`src/core/rsm_pkg.sv`:
```
// package: register offsets, reset values and field positions for the rail setpoint and mode slice
package rsm_pkg;
   localparam int unsigned ADDR_W = 8;
   localparam int unsigned DATA_W = 8;
   localparam int unsigned CODE_W = 7;
   localparam logic [7:0] OFS_RAIL1_VOLT = 8'h20;
   localparam logic [7:0] OFS_RAIL2_VOLT = 8'h21;
   localparam logic [7:0] OFS_RAIL3_VOLT = 8'h23;
   localparam logic [7:0] OFS_RAIL4_MODE = 8'h25;
   localparam logic [7:0] OFS_RAIL5_MODE = 8'h26;
   localparam logic [7:0] RST_RAIL1_VOLT = 8'h38;
   localparam logic [7:0] RST_RAIL2_VOLT = 8'h00;
   localparam logic [7:0] RST_RAIL3_VOLT = 8'h11;
   // mode register without the variant-dependent mode bit
   localparam logic [7:0] RST_MODE_BASE = 8'h3d;
   localparam int unsigned MODE_BIT = 1;
   localparam logic [7:0] MODE_RO_MASK = 8'hc0;
   localparam logic [7:0] VOLT_RO_MASK = 8'h80;
   localparam logic [6:0] CODE_ZERO = 7'h00;
endpackage : rsm_pkg

```
`src/core/rsm_regs.sv`:
```
// rail setpoint and operating-mode register slice
`timescale 1ns/1ns
// Operation
// rail1 code at 20h, resets 0111000
// zero code valid; power-good held high
// rail2 code at 21h, resets zero
// rail3 code at 23h, resets 0010001
// 25h bit1: rail4 forced PWM
// 26h bit1: rail5 forced PWM
// mode reset by variant; 7:6 read-only
// reserved bits read reset values
module rsm_regs #(
   parameter logic RAIL4_PWM_RST = 1'b0,
   parameter logic RAIL5_PWM_RST = 1'b0
) (
   input wire logic clk_sys,
   input wire logic arst_n,
   input wire logic wr_en,
   input wire logic rd_en,
   input wire logic [rsm_pkg::ADDR_W-1:0] addr,
   input wire logic [rsm_pkg::DATA_W-1:0] wr_data,
   output logic [rsm_pkg::DATA_W-1:0] rd_data,
   output logic rd_hit,
   input wire logic sleep_state_n,
   input wire logic [2:0] rail_pgood_raw,
   output logic [2:0] rail_pgood,
   output logic [rsm_pkg::CODE_W-1:0] rail1_voltage_code,
   output logic [rsm_pkg::CODE_W-1:0] rail2_voltage_code,
   output logic [rsm_pkg::CODE_W-1:0] rail3_voltage_code,
   output logic rail4_pwm_force,
   output logic rail5_pwm_force
);
   import rsm_pkg::*;

   // only the stored fields are flops; reserved bits are rebuilt from their reset values on read
   localparam logic [7:0] MODE_FIELD = 8'h01 << MODE_BIT;
   logic [CODE_W-1:0] rail1_voltage_setting_r;
   logic [CODE_W-1:0] rail2_voltage_setting_r;
   logic [CODE_W-1:0] rail3_voltage_setting_r;
   logic rail4_mode_setting_r;
   logic rail5_mode_setting_r;
   logic [7:0] rail4_mode_read;
   logic [7:0] rail5_mode_read;
   logic pgood_force;
   logic addr_mapped;
   logic [7:0] rd_data_nxt;
   logic hit_nxt;
   logic any_zero;

   // ----------------------------------------
   // writable storage
   // ----------------------------------------
   // bit 7 is reserved and not stored, so a host write to it leaves the read-back at its reset value
   always_ff @(posedge clk_sys or negedge arst_n) begin
      if (!arst_n) begin
         rail1_voltage_setting_r <= RST_RAIL1_VOLT[CODE_W-1:0];
         rail2_voltage_setting_r <= RST_RAIL2_VOLT[CODE_W-1:0];
         rail3_voltage_setting_r <= RST_RAIL3_VOLT[CODE_W-1:0];
      end else if (wr_en) begin
         if (addr == OFS_RAIL1_VOLT) begin
            rail1_voltage_setting_r <= wr_data[CODE_W-1:0];
         end
         if (addr == OFS_RAIL2_VOLT) begin
            rail2_voltage_setting_r <= wr_data[CODE_W-1:0];
         end
         if (addr == OFS_RAIL3_VOLT) begin
            rail3_voltage_setting_r <= wr_data[CODE_W-1:0];
         end
      end
   end

   always_ff @(posedge clk_sys or negedge arst_n) begin
      if (!arst_n) begin
         rail4_mode_setting_r <= RAIL4_PWM_RST;
         rail5_mode_setting_r <= RAIL5_PWM_RST;
      end else if (wr_en) begin
         // read-only and reserved bits are not stored, so only the mode bit takes the write
         if (addr == OFS_RAIL4_MODE) begin
            rail4_mode_setting_r <= wr_data[MODE_BIT]; // see
         end
         if (addr == OFS_RAIL5_MODE) begin
            rail5_mode_setting_r <= wr_data[MODE_BIT]; // see
         end
      end
   end

   // ----------------------------------------
   // read path
   // ----------------------------------------
   // reserved mode bits are constants, so every variant reads them back at their reset value
   assign rail4_mode_read = RST_MODE_BASE | (8'({7'h00, rail4_mode_setting_r}) << MODE_BIT); // see
   assign rail5_mode_read = RST_MODE_BASE | (8'({7'h00, rail5_mode_setting_r}) << MODE_BIT); // see

   always_comb begin
      rd_data_nxt = 8'h00;
      hit_nxt = 1'b1;
      case (addr)
         OFS_RAIL1_VOLT: rd_data_nxt = (RST_RAIL1_VOLT & VOLT_RO_MASK) | 8'(rail1_voltage_setting_r);
         OFS_RAIL2_VOLT: rd_data_nxt = (RST_RAIL2_VOLT & VOLT_RO_MASK) | 8'(rail2_voltage_setting_r);
         OFS_RAIL3_VOLT: rd_data_nxt = (RST_RAIL3_VOLT & VOLT_RO_MASK) | 8'(rail3_voltage_setting_r);
         OFS_RAIL4_MODE: rd_data_nxt = rail4_mode_read;
         OFS_RAIL5_MODE: rd_data_nxt = rail5_mode_read;
         default: hit_nxt = 1'b0;
      endcase
   end

   // unmapped reads return zero with rd_hit low; other slices own those offsets
   always_ff @(posedge clk_sys or negedge arst_n) begin
      if (!arst_n) begin
         rd_data <= 8'h00;
         rd_hit <= 1'b0;
      end else if (rd_en) begin
         rd_data <= rd_data_nxt;
         rd_hit <= hit_nxt;
      end
   end

   // ----------------------------------------
   // outputs to the regulators
   // ----------------------------------------
   assign rail1_voltage_code = rail1_voltage_setting_r;
   assign rail2_voltage_code = rail2_voltage_setting_r;
   assign rail3_voltage_code = rail3_voltage_setting_r;
   assign rail4_pwm_force = rail4_mode_setting_r;
   assign rail5_pwm_force = rail5_mode_setting_r;

   // a zero code is a deliberate off target, so it must not flag a fault
   assign any_zero = (rail1_voltage_code == CODE_ZERO) || (rail2_voltage_code == CODE_ZERO)
                     || (rail3_voltage_code == CODE_ZERO);
   assign pgood_force = any_zero || !sleep_state_n;
   for (genvar g = 0; g < $bits(rail_pgood); g++) begin : g_pgood
      assign rail_pgood[g] = pgood_force ? 1'b1 : rail_pgood_raw[g];
   end

   // ----------------------------------------
   // checks
   // ----------------------------------------
   a_rail1_write: assert property (@(posedge clk_sys) disable iff (!arst_n)
      wr_en && addr == OFS_RAIL1_VOLT |=> rail1_voltage_code == $past(wr_data[6:0]))
      else $error("rail1 code did not follow write");
   a_rail3_hold: assert property (@(posedge clk_sys) disable iff (!arst_n)
      !(wr_en && addr == OFS_RAIL3_VOLT) |=> $stable(rail3_voltage_code))
      else $error("rail3 code changed without write");
   a_rail2_write: assert property (@(posedge clk_sys) disable iff (!arst_n)
      wr_en && addr == OFS_RAIL2_VOLT |=> rail2_voltage_code == $past(wr_data[6:0]))
      else $error("rail2 code did not follow write");
   a_pgood_forced: assert property (@(posedge clk_sys) disable iff (!arst_n)
      (!sleep_state_n || rail1_voltage_code == CODE_ZERO || rail2_voltage_code == CODE_ZERO
       || rail3_voltage_code == CODE_ZERO) |-> rail_pgood == 3'h7)
      else $error("power good not held high");
   a_pgood_pass: assert property (@(posedge clk_sys) disable iff (!arst_n)
      sleep_state_n && !any_zero |-> rail_pgood == rail_pgood_raw)
      else $error("power good not passed through");
   a_rail4_mode: assert property (@(posedge clk_sys) disable iff (!arst_n)
      wr_en && addr == OFS_RAIL4_MODE |=> rail4_pwm_force == $past(wr_data[1]))
      else $error("rail4 mode did not follow write");
   a_rail5_mode: assert property (@(posedge clk_sys) disable iff (!arst_n)
      wr_en && addr == OFS_RAIL5_MODE |=> rail5_pwm_force == $past(wr_data[1]))
      else $error("rail5 mode did not follow write");
   a_mode_ro_bits: assert property (@(posedge clk_sys) disable iff (!arst_n)
      rd_en && (addr == OFS_RAIL4_MODE || addr == OFS_RAIL5_MODE) |=> (rd_data & MODE_RO_MASK) == 8'h00)
      else $error("mode read-only bits not zero");
   a_read_back: assert property (@(posedge clk_sys) disable iff (!arst_n)
      wr_en && addr == OFS_RAIL4_MODE ##1 !(wr_en && addr == OFS_RAIL4_MODE)
      ##1 rd_en && addr == OFS_RAIL4_MODE && !wr_en
      |=> rd_data == (RST_MODE_BASE | ($past(wr_data, 3) & MODE_FIELD)))
      else $error("mode register read-back wrong");

   // address decode kept apart from the read mux so the checks do not lean on it
   assign addr_mapped = addr == OFS_RAIL1_VOLT || addr == OFS_RAIL2_VOLT || addr == OFS_RAIL3_VOLT
                        || addr == OFS_RAIL4_MODE || addr == OFS_RAIL5_MODE;

   a_rail3_write: assert property (@(posedge clk_sys) disable iff (!arst_n)
      wr_en && addr == OFS_RAIL3_VOLT |=> rail3_voltage_code == $past(wr_data[CODE_W-1:0]))
      else $error("rail3 code did not follow write");
   a_rail1_hold: assert property (@(posedge clk_sys) disable iff (!arst_n)
      !(wr_en && addr == OFS_RAIL1_VOLT) |=> $stable(rail1_voltage_code))
      else $error("rail1 code changed without write");
   a_rail2_hold: assert property (@(posedge clk_sys) disable iff (!arst_n)
      !(wr_en && addr == OFS_RAIL2_VOLT) |=> $stable(rail2_voltage_code))
      else $error("rail2 code changed without write");
   a_rail4_hold: assert property (@(posedge clk_sys) disable iff (!arst_n)
      !(wr_en && addr == OFS_RAIL4_MODE) |=> $stable(rail4_pwm_force))
      else $error("rail4 mode changed without write");
   a_rail5_hold: assert property (@(posedge clk_sys) disable iff (!arst_n)
      !(wr_en && addr == OFS_RAIL5_MODE) |=> $stable(rail5_pwm_force))
      else $error("rail5 mode changed without write");

   a_volt_rsvd_bit: assert property (@(posedge clk_sys) disable iff (!arst_n)
      rd_en && (addr == OFS_RAIL1_VOLT || addr == OFS_RAIL2_VOLT || addr == OFS_RAIL3_VOLT)
      |=> (rd_data & VOLT_RO_MASK) == 8'h00)
      else $error("voltage reserved bit not at reset value");
   a_mode_rsvd_bits: assert property (@(posedge clk_sys) disable iff (!arst_n)
      rd_en && (addr == OFS_RAIL4_MODE || addr == OFS_RAIL5_MODE) |=> (rd_data & ~MODE_FIELD) == RST_MODE_BASE)
      else $error("mode reserved bits not at reset value");
   a_rail1_read: assert property (@(posedge clk_sys) disable iff (!arst_n)
      rd_en && addr == OFS_RAIL1_VOLT |=> rd_data[CODE_W-1:0] == $past(rail1_voltage_code))
      else $error("rail1 read-back differs from code");
   a_rail2_read: assert property (@(posedge clk_sys) disable iff (!arst_n)
      rd_en && addr == OFS_RAIL2_VOLT |=> rd_data[CODE_W-1:0] == $past(rail2_voltage_code))
      else $error("rail2 read-back differs from code");
   a_rail3_read: assert property (@(posedge clk_sys) disable iff (!arst_n)
      rd_en && addr == OFS_RAIL3_VOLT |=> rd_data[CODE_W-1:0] == $past(rail3_voltage_code))
      else $error("rail3 read-back differs from code");
   a_rail4_read: assert property (@(posedge clk_sys) disable iff (!arst_n)
      rd_en && addr == OFS_RAIL4_MODE |=> rd_data[MODE_BIT] == $past(rail4_pwm_force))
      else $error("rail4 read-back differs from mode");
   a_rail5_read: assert property (@(posedge clk_sys) disable iff (!arst_n)
      rd_en && addr == OFS_RAIL5_MODE |=> rd_data[MODE_BIT] == $past(rail5_pwm_force))
      else $error("rail5 read-back differs from mode");

   a_read_hit: assert property (@(posedge clk_sys) disable iff (!arst_n)
      rd_en && addr_mapped |=> rd_hit)
      else $error("mapped read did not report a hit");
   a_read_miss: assert property (@(posedge clk_sys) disable iff (!arst_n)
      rd_en && !addr_mapped |=> !rd_hit && rd_data == 8'h00)
      else $error("unmapped read not empty");
   a_read_hold: assert property (@(posedge clk_sys) disable iff (!arst_n)
      !rd_en |=> $stable(rd_data) && $stable(rd_hit))
      else $error("read result changed without a read");
   a_pgood_sleep: assert property (@(posedge clk_sys) disable iff (!arst_n)
      !sleep_state_n |-> rail_pgood == 3'h7)
      else $error("power good not held high in sleep");
endmodule : rsm_regs

```
`config.mk`:
```
export PLATFORM = sky130hd
export DESIGN_NAME = rsm_regs
export DESIGN_NICKNAME = d
export VERILOG_FILES = /design/src/core/rsm_pkg.sv /design/src/core/rsm_regs.sv
export SDC_FILE = /design/constraint.sdc
export NUM_CORES = 1
export LEC_CHECK = 0
export ABC_AREA = 1
export BUFFER_PORTS_ARGS = -buffer_cell sky130_fd_sc_hd__buf_2
export CAP_MARGIN = 20
export CORE_ASPECT_RATIO = 0.8
export CORE_MARGIN = 2
export CORE_UTILIZATION = 43
export CTS_BUF_LIST = sky130_fd_sc_hd__clkbuf_16
export DETAILED_ROUTE_END_ITERATION = 10
export GPL_TIMING_DRIVEN = 0
export PLACE_DENSITY = 0.8
export SYNTH_ARGS = -nofsm -noshare
export SYNTH_HDL_FRONTEND = slang
export SYNTH_SLANG_ARGS = --single-unit
```
`constraint.sdc`:
```
create_clock -name clk_sys -period 2.2 [get_ports clk_sys]
set_clock_uncertainty 0.15 [all_clocks]
set_input_delay 0.11 -clock clk_sys [delete_from_list [all_inputs] [get_ports clk_sys]]
set_output_delay 0.11 -clock clk_sys [all_outputs]
set_load 0.02 [all_outputs]
```
==> reports/summary.md, run 1 <==
The run gives 0.5409 as the worst-case headroom to the max-slew limit. The synthesis-to-layout area growth is 33.00%, and the I/O pin count is 59. The overall die height came out at 61.46 µm. Required time at the endpoint of the critical path: 1940 ps. Final core area utilization: 0.6084. After the last flow step, the layout net total stands at 306. The cell sitting at the root of the clock tree is a clkbuf_16.

Summed over all layers, the global routing overflow is 0. Grouping stages by cell kind, the critical path spends the most delay in flip-flops. The critical path endpoint category was an output pin.

The run gives 0.3107 as the global routing met1 resource utilization. The tools report the total routing usage reported by global routing as 0.2344. After the first detailed-routing iteration, the DRC count stood at 87. 0 antenna diodes ended up in the layout.

The floorplan has 20 rows. The run gives 1,647 as the via count of the first global-routing pass. The clock tree synthesis step divided the H-tree into 2 levels.

The initial antenna violation count is 0, and the setup violation total in the final timing report is 0. TritonCTS created 5 clock buffers. The mapped netlist covers 1774 µm². The detail-routed via count per cell is 5.095. The clock input transition at the sequential cells of the worst setup and hold paths was 50 ps. Setup repair after global routing left no endpoint under its margin. The met2 track demand over resource in global routing is 0.3756. The wire length of the first global-routing pass is 7879 µm, and the total power after layout is 1528 µW. Synthesis inferred 31 register bits. The run gives 0 as the count of final hold-check violations.

The maximum buffer depth of the clock tree is 2, and the final routed DRC violation total is 0. In this run the worst path has a maximum fanout of 3. The category of the most critical setup path was reg2out. For the portion of the post-synthesis area used by sequential elements, the log shows 0.4408. The layer flagged by global routing as most heavily used is met2. Entering global routing, the biggest net connects 32 pins. The effective utilization at floorplan came out at 0.4574. Subtracting the final worst setup slack from the clock period gives 1868 ps. The logs give 0 for the reported max-cap violation count and 0.0004521 V for the maximum resistive drop on vdd.

In this run the remaining antenna-violating nets after routing total 0. In this design, the stage delay of the slowest critical-path cell is 550 ps. The total via count in the routed design was 1,722; the first-pass detailed-route iteration total was 4.

The die is 75.82 µm wide. The average cell area after synthesis was 8.449 µm²; the total power density per cell area was 647.6 nW/µm². Class of the tightest hold or removal check: in2reg.

The TritonCTS sink count was 31; the post-synthesis cell type count was 29. Once the clock tree was built, the resizer swapped 0 gates to a different size. Setup total negative slack on the finished layout was measured at 0 ps. The run gives 0.06710 as the global-route met3 utilization. TritonCTS built the clock tree. The number of buffers inserted by port buffering works out to 55.

Synthesis handed over a netlist of 210 instances. The data arrival time of the critical path came out at 1610 ps. STA classifies the critical path startpoint as a flop. The analysis attributes to cell leakage a power of 0.001289 µW.

The post-route fraction of the period consumed by the critical path came out at 0.8489. The share of layout cells above drive strength 1 is 0.3569. The critical-path cell with the highest stage delay was dfstp_2.

The number of warning messages in the yosys log is 0. The floorplan step defined a die boundary enclosing 4659 µm². The congestion estimate from routability-driven global placement came to 0.8540. The flow ran to the end, and the final reports show no timing, DRC or antenna violations. The transition at the pin with the smallest max-transition slack is 688.6 ps.

Wire length per cell after detailed routing: 14.26 µm. The logs give 0 for the number of max-slew violations in the final report and 234 for the post-synth net total. Traced cell by cell, the critical path runs through inv_1 -> nand4_1 -> nor2_1 -> a21oi_1 -> nand3b_1 -> buf_2.

The number of buffers and inverters on the critical path is 2. The filler cell count in the final layout is 353, and the clock insertion delay at the later pin of the skew report is 280 ps. The run gives 0 as the count of buffers added by post-CTS timing repair for setup. The region available for standard cell placement spans 3879 µm². Summed over all nets, the half-perimeter wirelength after detailed placement is 3475 µm. Leaving out fill and tap cells, the most frequent cells in the layout are nand2_1 (57), buf_2 (57), dfrtp_1 (26). Summed over all layers, the routed wires come to 4821 µm. The tools report the maximum operating frequency as 535.5 MHz.
-- Yosys cell counts --
| library cell | instances | area [µm²] |
|---|---|---|
| nand2_1 | 57 | 214.0 |
| nor2_4 | 5 | 56.30 |
| inv_2 | 3 | 11.26 |
| clkinv_1 | 1 | 3.750 |
| nor4_1 | 1 | 6.260 |
| inv_1 | 21 | 78.83 |
| nand2_8 | 1 | 20.02 |
| conb_1 | 1 | 3.750 |
| nand3_1 | 23 | 115.1 |
| nand4_1 | 11 | 68.82 |
| o21ai_1 | 1 | 5.000 |
| nor3_1 | 1 | 5.000 |
| o21a_1 | 1 | 7.510 |
| o21ai_0 | 18 | 90.09 |
| dfstp_2 | 5 | 131.4 |
| o21bai_1 | 1 | 7.510 |
| buf_12 | 1 | 20.02 |
| nand2_4 | 3 | 33.78 |
| buf_2 | 2 | 10.01 |
| nand2_2 | 5 | 31.28 |
| a21oi_1 | 1 | 5.000 |
| nor2_8 | 2 | 40.04 |
| buf_4 | 1 | 7.510 |
| buf_6 | 2 | 22.52 |
| nand3b_1 | 3 | 22.52 |
| o21ai_2 | 7 | 61.31 |
| buf_8 | 2 | 30.03 |
| dfrtp_1 | 26 | 650.6 |
| nor2_1 | 4 | 15.01 |
-- logic make-up after synthesis --
| group | Yosys count | synth area share |
|---|---|---|
| AOI/OAI and AO/OA | 29 | 0.09944 |
| buffers and inverters | 33 | 0.1037 |
| DFF | 31 | 0.4408 |
| other | 1 | 0.002114 |
| and+or+nand+nor | 116 | 0.3540 |
-- layer usage --
metal	wire, µm	part of all wire	up-vias
met5	0	0	-
met4	73	0.015	0
met3	371	0.077	9
met2	2322	0.48	75
met1	2054	0.43	810
li1	-	-	828
-- flip-flops by register name, indices dropped and copies added, names as in the netlist --
register / count
rd_data: 7
rail3_voltage_code: 7
rail4_pwm_force: 1
rail1_voltage_code: 7
rail2_voltage_code: 7
rail5_pwm_force: 1
rd_hit: 1
-- worst reg2reg max path, cell delays in order, from the launching register on --
cell     delay [ps]
dfstp_2         550
nand3_1         100
nand4_1         150
nand2_1          70
nand2_1          50
-- final timing paths --
kind | end | slack (ps) | from | depth (start not counted)
max | rail_pgood[2] | 330 | rail3_voltage_code[4]$_DFFE_PN1P_ | 6
min | rail5_pwm_force$_DFFE_PN0P_ | 110 | addr[1] | 5
max reg2reg | rd_data[0]$_DFFE_PN0P_ | 1060 | rail3_voltage_code[0]$_DFFE_PN1P_ | 4
min reg2reg | rd_data[3]$_DFFE_PN0P_ | 320 | rd_data[3]$_DFFE_PN0P_ | 2
max in group asynchronous | rail5_pwm_force$_DFFE_PN0P_ | 1190 | arst_n | 2
min in group asynchronous | rail3_voltage_code[6]$_DFFE_PN0P_ | 260 | arst_n | 2
-- layout make-up --
cell class	count	area (µm²)	share of cell area
Timing Repair Buffer	65	375.4	0.1591
Sequential cell	31	782.0	0.3314
Inverter	25	93.84	0.03977
Buffer	8	90.09	0.03818
Multi-Input combinational cell	146	808.3	0.3425
Tap cell	55	68.82	0.02916
Clock inverter	3	16.27	0.006893
Clock buffer	5	125.1	0.05302
-- stage by stage --
step | hold WS [ps] | std cells | cell area (µm²) | worst slack [ps]
2_1_floorplan | -335.6 | 210 | 1774 | 792.7
3_3_place_gp | 28.25 | 320 | 2118 | 710.4
3_5_place_dp | 40.82 | 320 | 2118 | 664.0
4_1_cts | 107.0 | 338 | 2360 | 338.5
5_1_grt | 142.4 | 338 | 2360 | 250.7
6_report | 111.3 | 338 | 2360 | 332.4
-- report_power, final --
group          switching (µW)  internal (µW)  leakage (µW)  total [µW]
registers                30.3            608      0.000372         639
logic                     156           84.7      0.000846         241
clock network             238            411     0.0000710         649
-- what timing repair did --
action                                 4_1_cts  5_1_grt
setup endpoints to repair                    0        0
hold buffers                                10        0
endpoints found under the hold margin       52        0
Note: power is estimated with default switching activity, not from simulation.
==> inputs of run 2 (changes only) <==
ABC_AREA = 0   (was 1)
PLACE_DENSITY = 0.84   (was 0.8)
clock period = 1.5 ns   (was 2.2 ns; I/O delays follow)
==> run 2 against run 1 <==
  * The run now ends with negative setup slack left
  * Combinational power rose by 59%
  * Core utilization rose by 6.2 points
  * Setup slack got worse by 480 ps
  * Sequential share of layout area fell by 1.8 points
  * Highest routed layer unchanged
  * Flip-flop and latch count did not move
  * Register-to-register slack got worse by 1200 ps
  * Critical path type unchanged
==> reports/summary.md, run 2 <==
The post-route fraction of the period consumed by the critical path came out at 1.101. The largest area contributor in the synthesized netlist is dfrtp_1. The area share of the largest cell type after synthesis was 0.3966; the core outline area was 3729 µm². The total power after layout is 2597 µW. The worst hold path belongs to the class in2reg.

The synthesis-to-layout area growth is 52.48%, and the total power density per cell area is 1038 nW/µm². The overall die height was 59.24 µm. The run finished, with violations left.

The logs give 0 for the reported max-cap violation count and 2860 µm for the post-DP HPWL. The run gives 0.5457 as the worst-case headroom to the max-slew limit. CTS saw 31 sinks. The final reports fail on negative setup slack. The initialized floorplan defines 20 standard-cell rows. After layout, the minimum clock period comes to 1652 ps.

The final worst slack was -152.0 ps; the maximum operating frequency was 605.3 MHz. The number of enable-type register cells in the synthesized netlist is 0. The pin count of the biggest net entering global routing is 32, and the I/O pin count is 59.

The category of the most critical setup path was reg2out. The required time at the endpoint of the critical path is 1270 ps. For the first-pass detailed-route iteration total, the log shows 4. The tools report the setup violation total in the final timing report as 14. The floorplan step defined a die boundary enclosing 4328 µm². Counting instances in the post-synthesis netlist gives the leading cell types as dfrtp_1 (26), mux2_2 (25), inv_1 (8). Measured along the x axis, the die boundary spans 73.06 µm. Clock input transition at the sequential cells of the worst setup and hold paths: 50 ps.

The number of warning messages in the yosys log is 0, and the total routing usage reported by global routing is 0.2423. The wire length per cell after detailed routing is 18.68 µm, and the total length of routed wires is 4912 µm. Counting every net in the synthesized netlist gives 162. Setup repair after global routing could not meet its margin everywhere. The initial antenna violation count was 0. The net count of the finished layout is 242. For the final routed DRC violation total, the log shows 0. Leaving out fill and tap cells, the most frequent cell in the layout is buf_2. The share of layout cells above drive strength 1 is 0.5936. By area the synthesized netlist is led by dfrtp_1 (40%), mux2_2 (17%), dfstp_2 (8.0%).

In this run, synthesis produced a sequential element count of 31. The library cells used most frequently in the layout, excluding fill and tap cells, are buf_2 (49), dfrtp_1 (24), mux2_4 (14). Count of final hold-check violations: 0. The tools report the DRC violation total after the first TritonRoute iteration as 111. For the pin with the worst max-slew slack, the measured transition is 681.4 ps.

For the CTS buffer count, the log shows 5. The tree is rooted in a clkbuf_16. The routability-driven placement congestion ratio was 0.8227. The routed layout has 1,518 vias. The tools report the post-synthesis instance total as 138.

A synthesized cell averages 11.89 µm². The first global-routing pass estimated 7721 µm of wire. The critical path endpoint category is an output pin. The H-tree depth is 2, and the maximum resistive drop on vdd is 0.0009336 V. The final core area utilization was 0.6708; the detail-routed via count per cell was 5.772. The clock passes through at most 2 buffers.

The number of antenna diodes in the final layout is 0. The post-synthesis cell type count was 34. The count of buffers added on input and output ports is 54.

Number of max-slew violations in the final report: 0. Residual overflow from global routing: 0. For the worst setup path, the data arrival time is 1430 ps. The via count of the first global-routing pass came out at 1,506.

TritonCTS built the clock tree. The run gives 0.4399 as the effective utilization at floorplan. Once detail routing completed, the nets flagged for antenna violations numbered 0.

Startpoint kind of the worst setup timing path: a flop. The leakage power is 0.001208 µW. Most repeated cell in the gate-level netlist after synthesis: dfrtp_1. The most frequently used flop master after synthesis was dfrtp_1. The tools report the portion of the post-synthesis area used by sequential elements as 0.4767. The clock reaches the later pin of the worst-skew pair after 280 ps.

The top fanout value on the critical path is 3. The cell area after synthesis came out at 1640 µm². The fraction of registers with async set/reset was 1.000.
==> run 2: cell types whose count changed in the layout (fill, tap and decap cells not counted), moves of 7 or more <==
cell,previous run,this run
mux2_2,0,11
nand4_1,11,2
buf_2,57,49
mux2_4,0,14
inv_1,22,9
buf_4,1,13
o21ai_0,18,0
nand2_1,57,4
o21ai_2,7,0
nand3_1,23,0
==> run 2: logic make-up (layout without fill, tap and decap cells) <==
| group | count (synthesis) | in the layout | synth area share |
|---|---|---|---|
| compound gates | 25 | 25 | 0.1266 |
| mux | 25 | 25 | 0.1716 |
| simple gates | 40 | 40 | 0.1838 |
| flops | 31 | 31 | 0.4767 |
| buf+inv | 16 | 97 | 0.03890 |
| other cells | 1 | 1 | 0.002286 |
==> run 2: critical path: stages, from the launching register on <==
cell	delay, ps
dfrtp_1	390
nor4_2	320
nand2_1	160
nand4b_1	130
buf_4	150
==> run 2: worst paths after layout <==
kind	cells past startpoint	from	slack, ps	to
min	3	wr_en	40	rail5_pwm_force$_DFFE_PN0P_
max reg2reg	3	rail1_voltage_code[5]$_DFFE_PN1P_	-140	rd_data[5]$_DFFE_PN0P_
min in group asynchronous	2	arst_n	250	rail3_voltage_code[2]$_DFFE_PN0P_
max in group asynchronous	2	arst_n	470	rail1_voltage_code[0]$_DFFE_PN0P_
min reg2reg	2	rd_data[6]$_DFFE_PN0P_	340	rd_data[6]$_DFFE_PN0P_
max	4	rail3_voltage_code[2]$_DFFE_PN0P_	-150	rail_pgood[0]
==> run 2: repair_timing <==
action | in CTS | in global routing
setup buffers | 8 | 3
pin swaps | 6 | 11
endpoints found under the setup margin | 29 | 25
gates resized for setup | 25 | 14
hold buffers | 8 | 0
hold endpoints to repair | 49 | 0
==> run 2: per-stage QoR <==
| stage | cells | hold WS (ps) | setup TNS, ps | setup WS [ps] | instance area [µm²] |
|---|---|---|---|---|---|
| after CTS | 260 | 30.75 | -881.6 | -130.9 | 2419 |
| after global routing | 263 | 57.41 | -1515 | -211.0 | 2501 |
| after detailed placement | 236 | 2.919 | -11200 | -501.4 | 1983 |
| after global placement | 236 | -10.25 | -10700 | -483.7 | 1983 |
| after floorplan | 138 | -370.6 | -2790 | -183.2 | 1658 |
| final | 263 | 36.38 | -845.5 | -152.0 | 2501 |
==> run 2: layout make-up <==
| type | count | area, µm² |
|---|---|---|
| fill | 262 | 1227 |
| multi-input combinational | 91 | 947.2 |
| sequential | 31 | 784.5 |
| timing repair buffer | 73 | 460.4 |
| clock buffer | 5 | 125.1 |
| clock inverter | 3 | 63.81 |
| tap | 44 | 55.05 |
| buffer | 8 | 35.03 |
| inverter | 8 | 30.03 |
==> run 2: layer usage <==
metal	vias up	part of all wire	track usage
met4	0	0.032	0.09524
met1	742	0.44	0.3352
met5	-	0	0
met3	13	0.066	0.04422
li1	689	-	-
met2	74	0.46	0.3797
==> run 2: where the power goes <==
part,switching (µW),internal (µW),leakage (µW)
sequential,35.2,875,0.000408
clock,360,944,0.0000952
combinational,211,172,0.000705
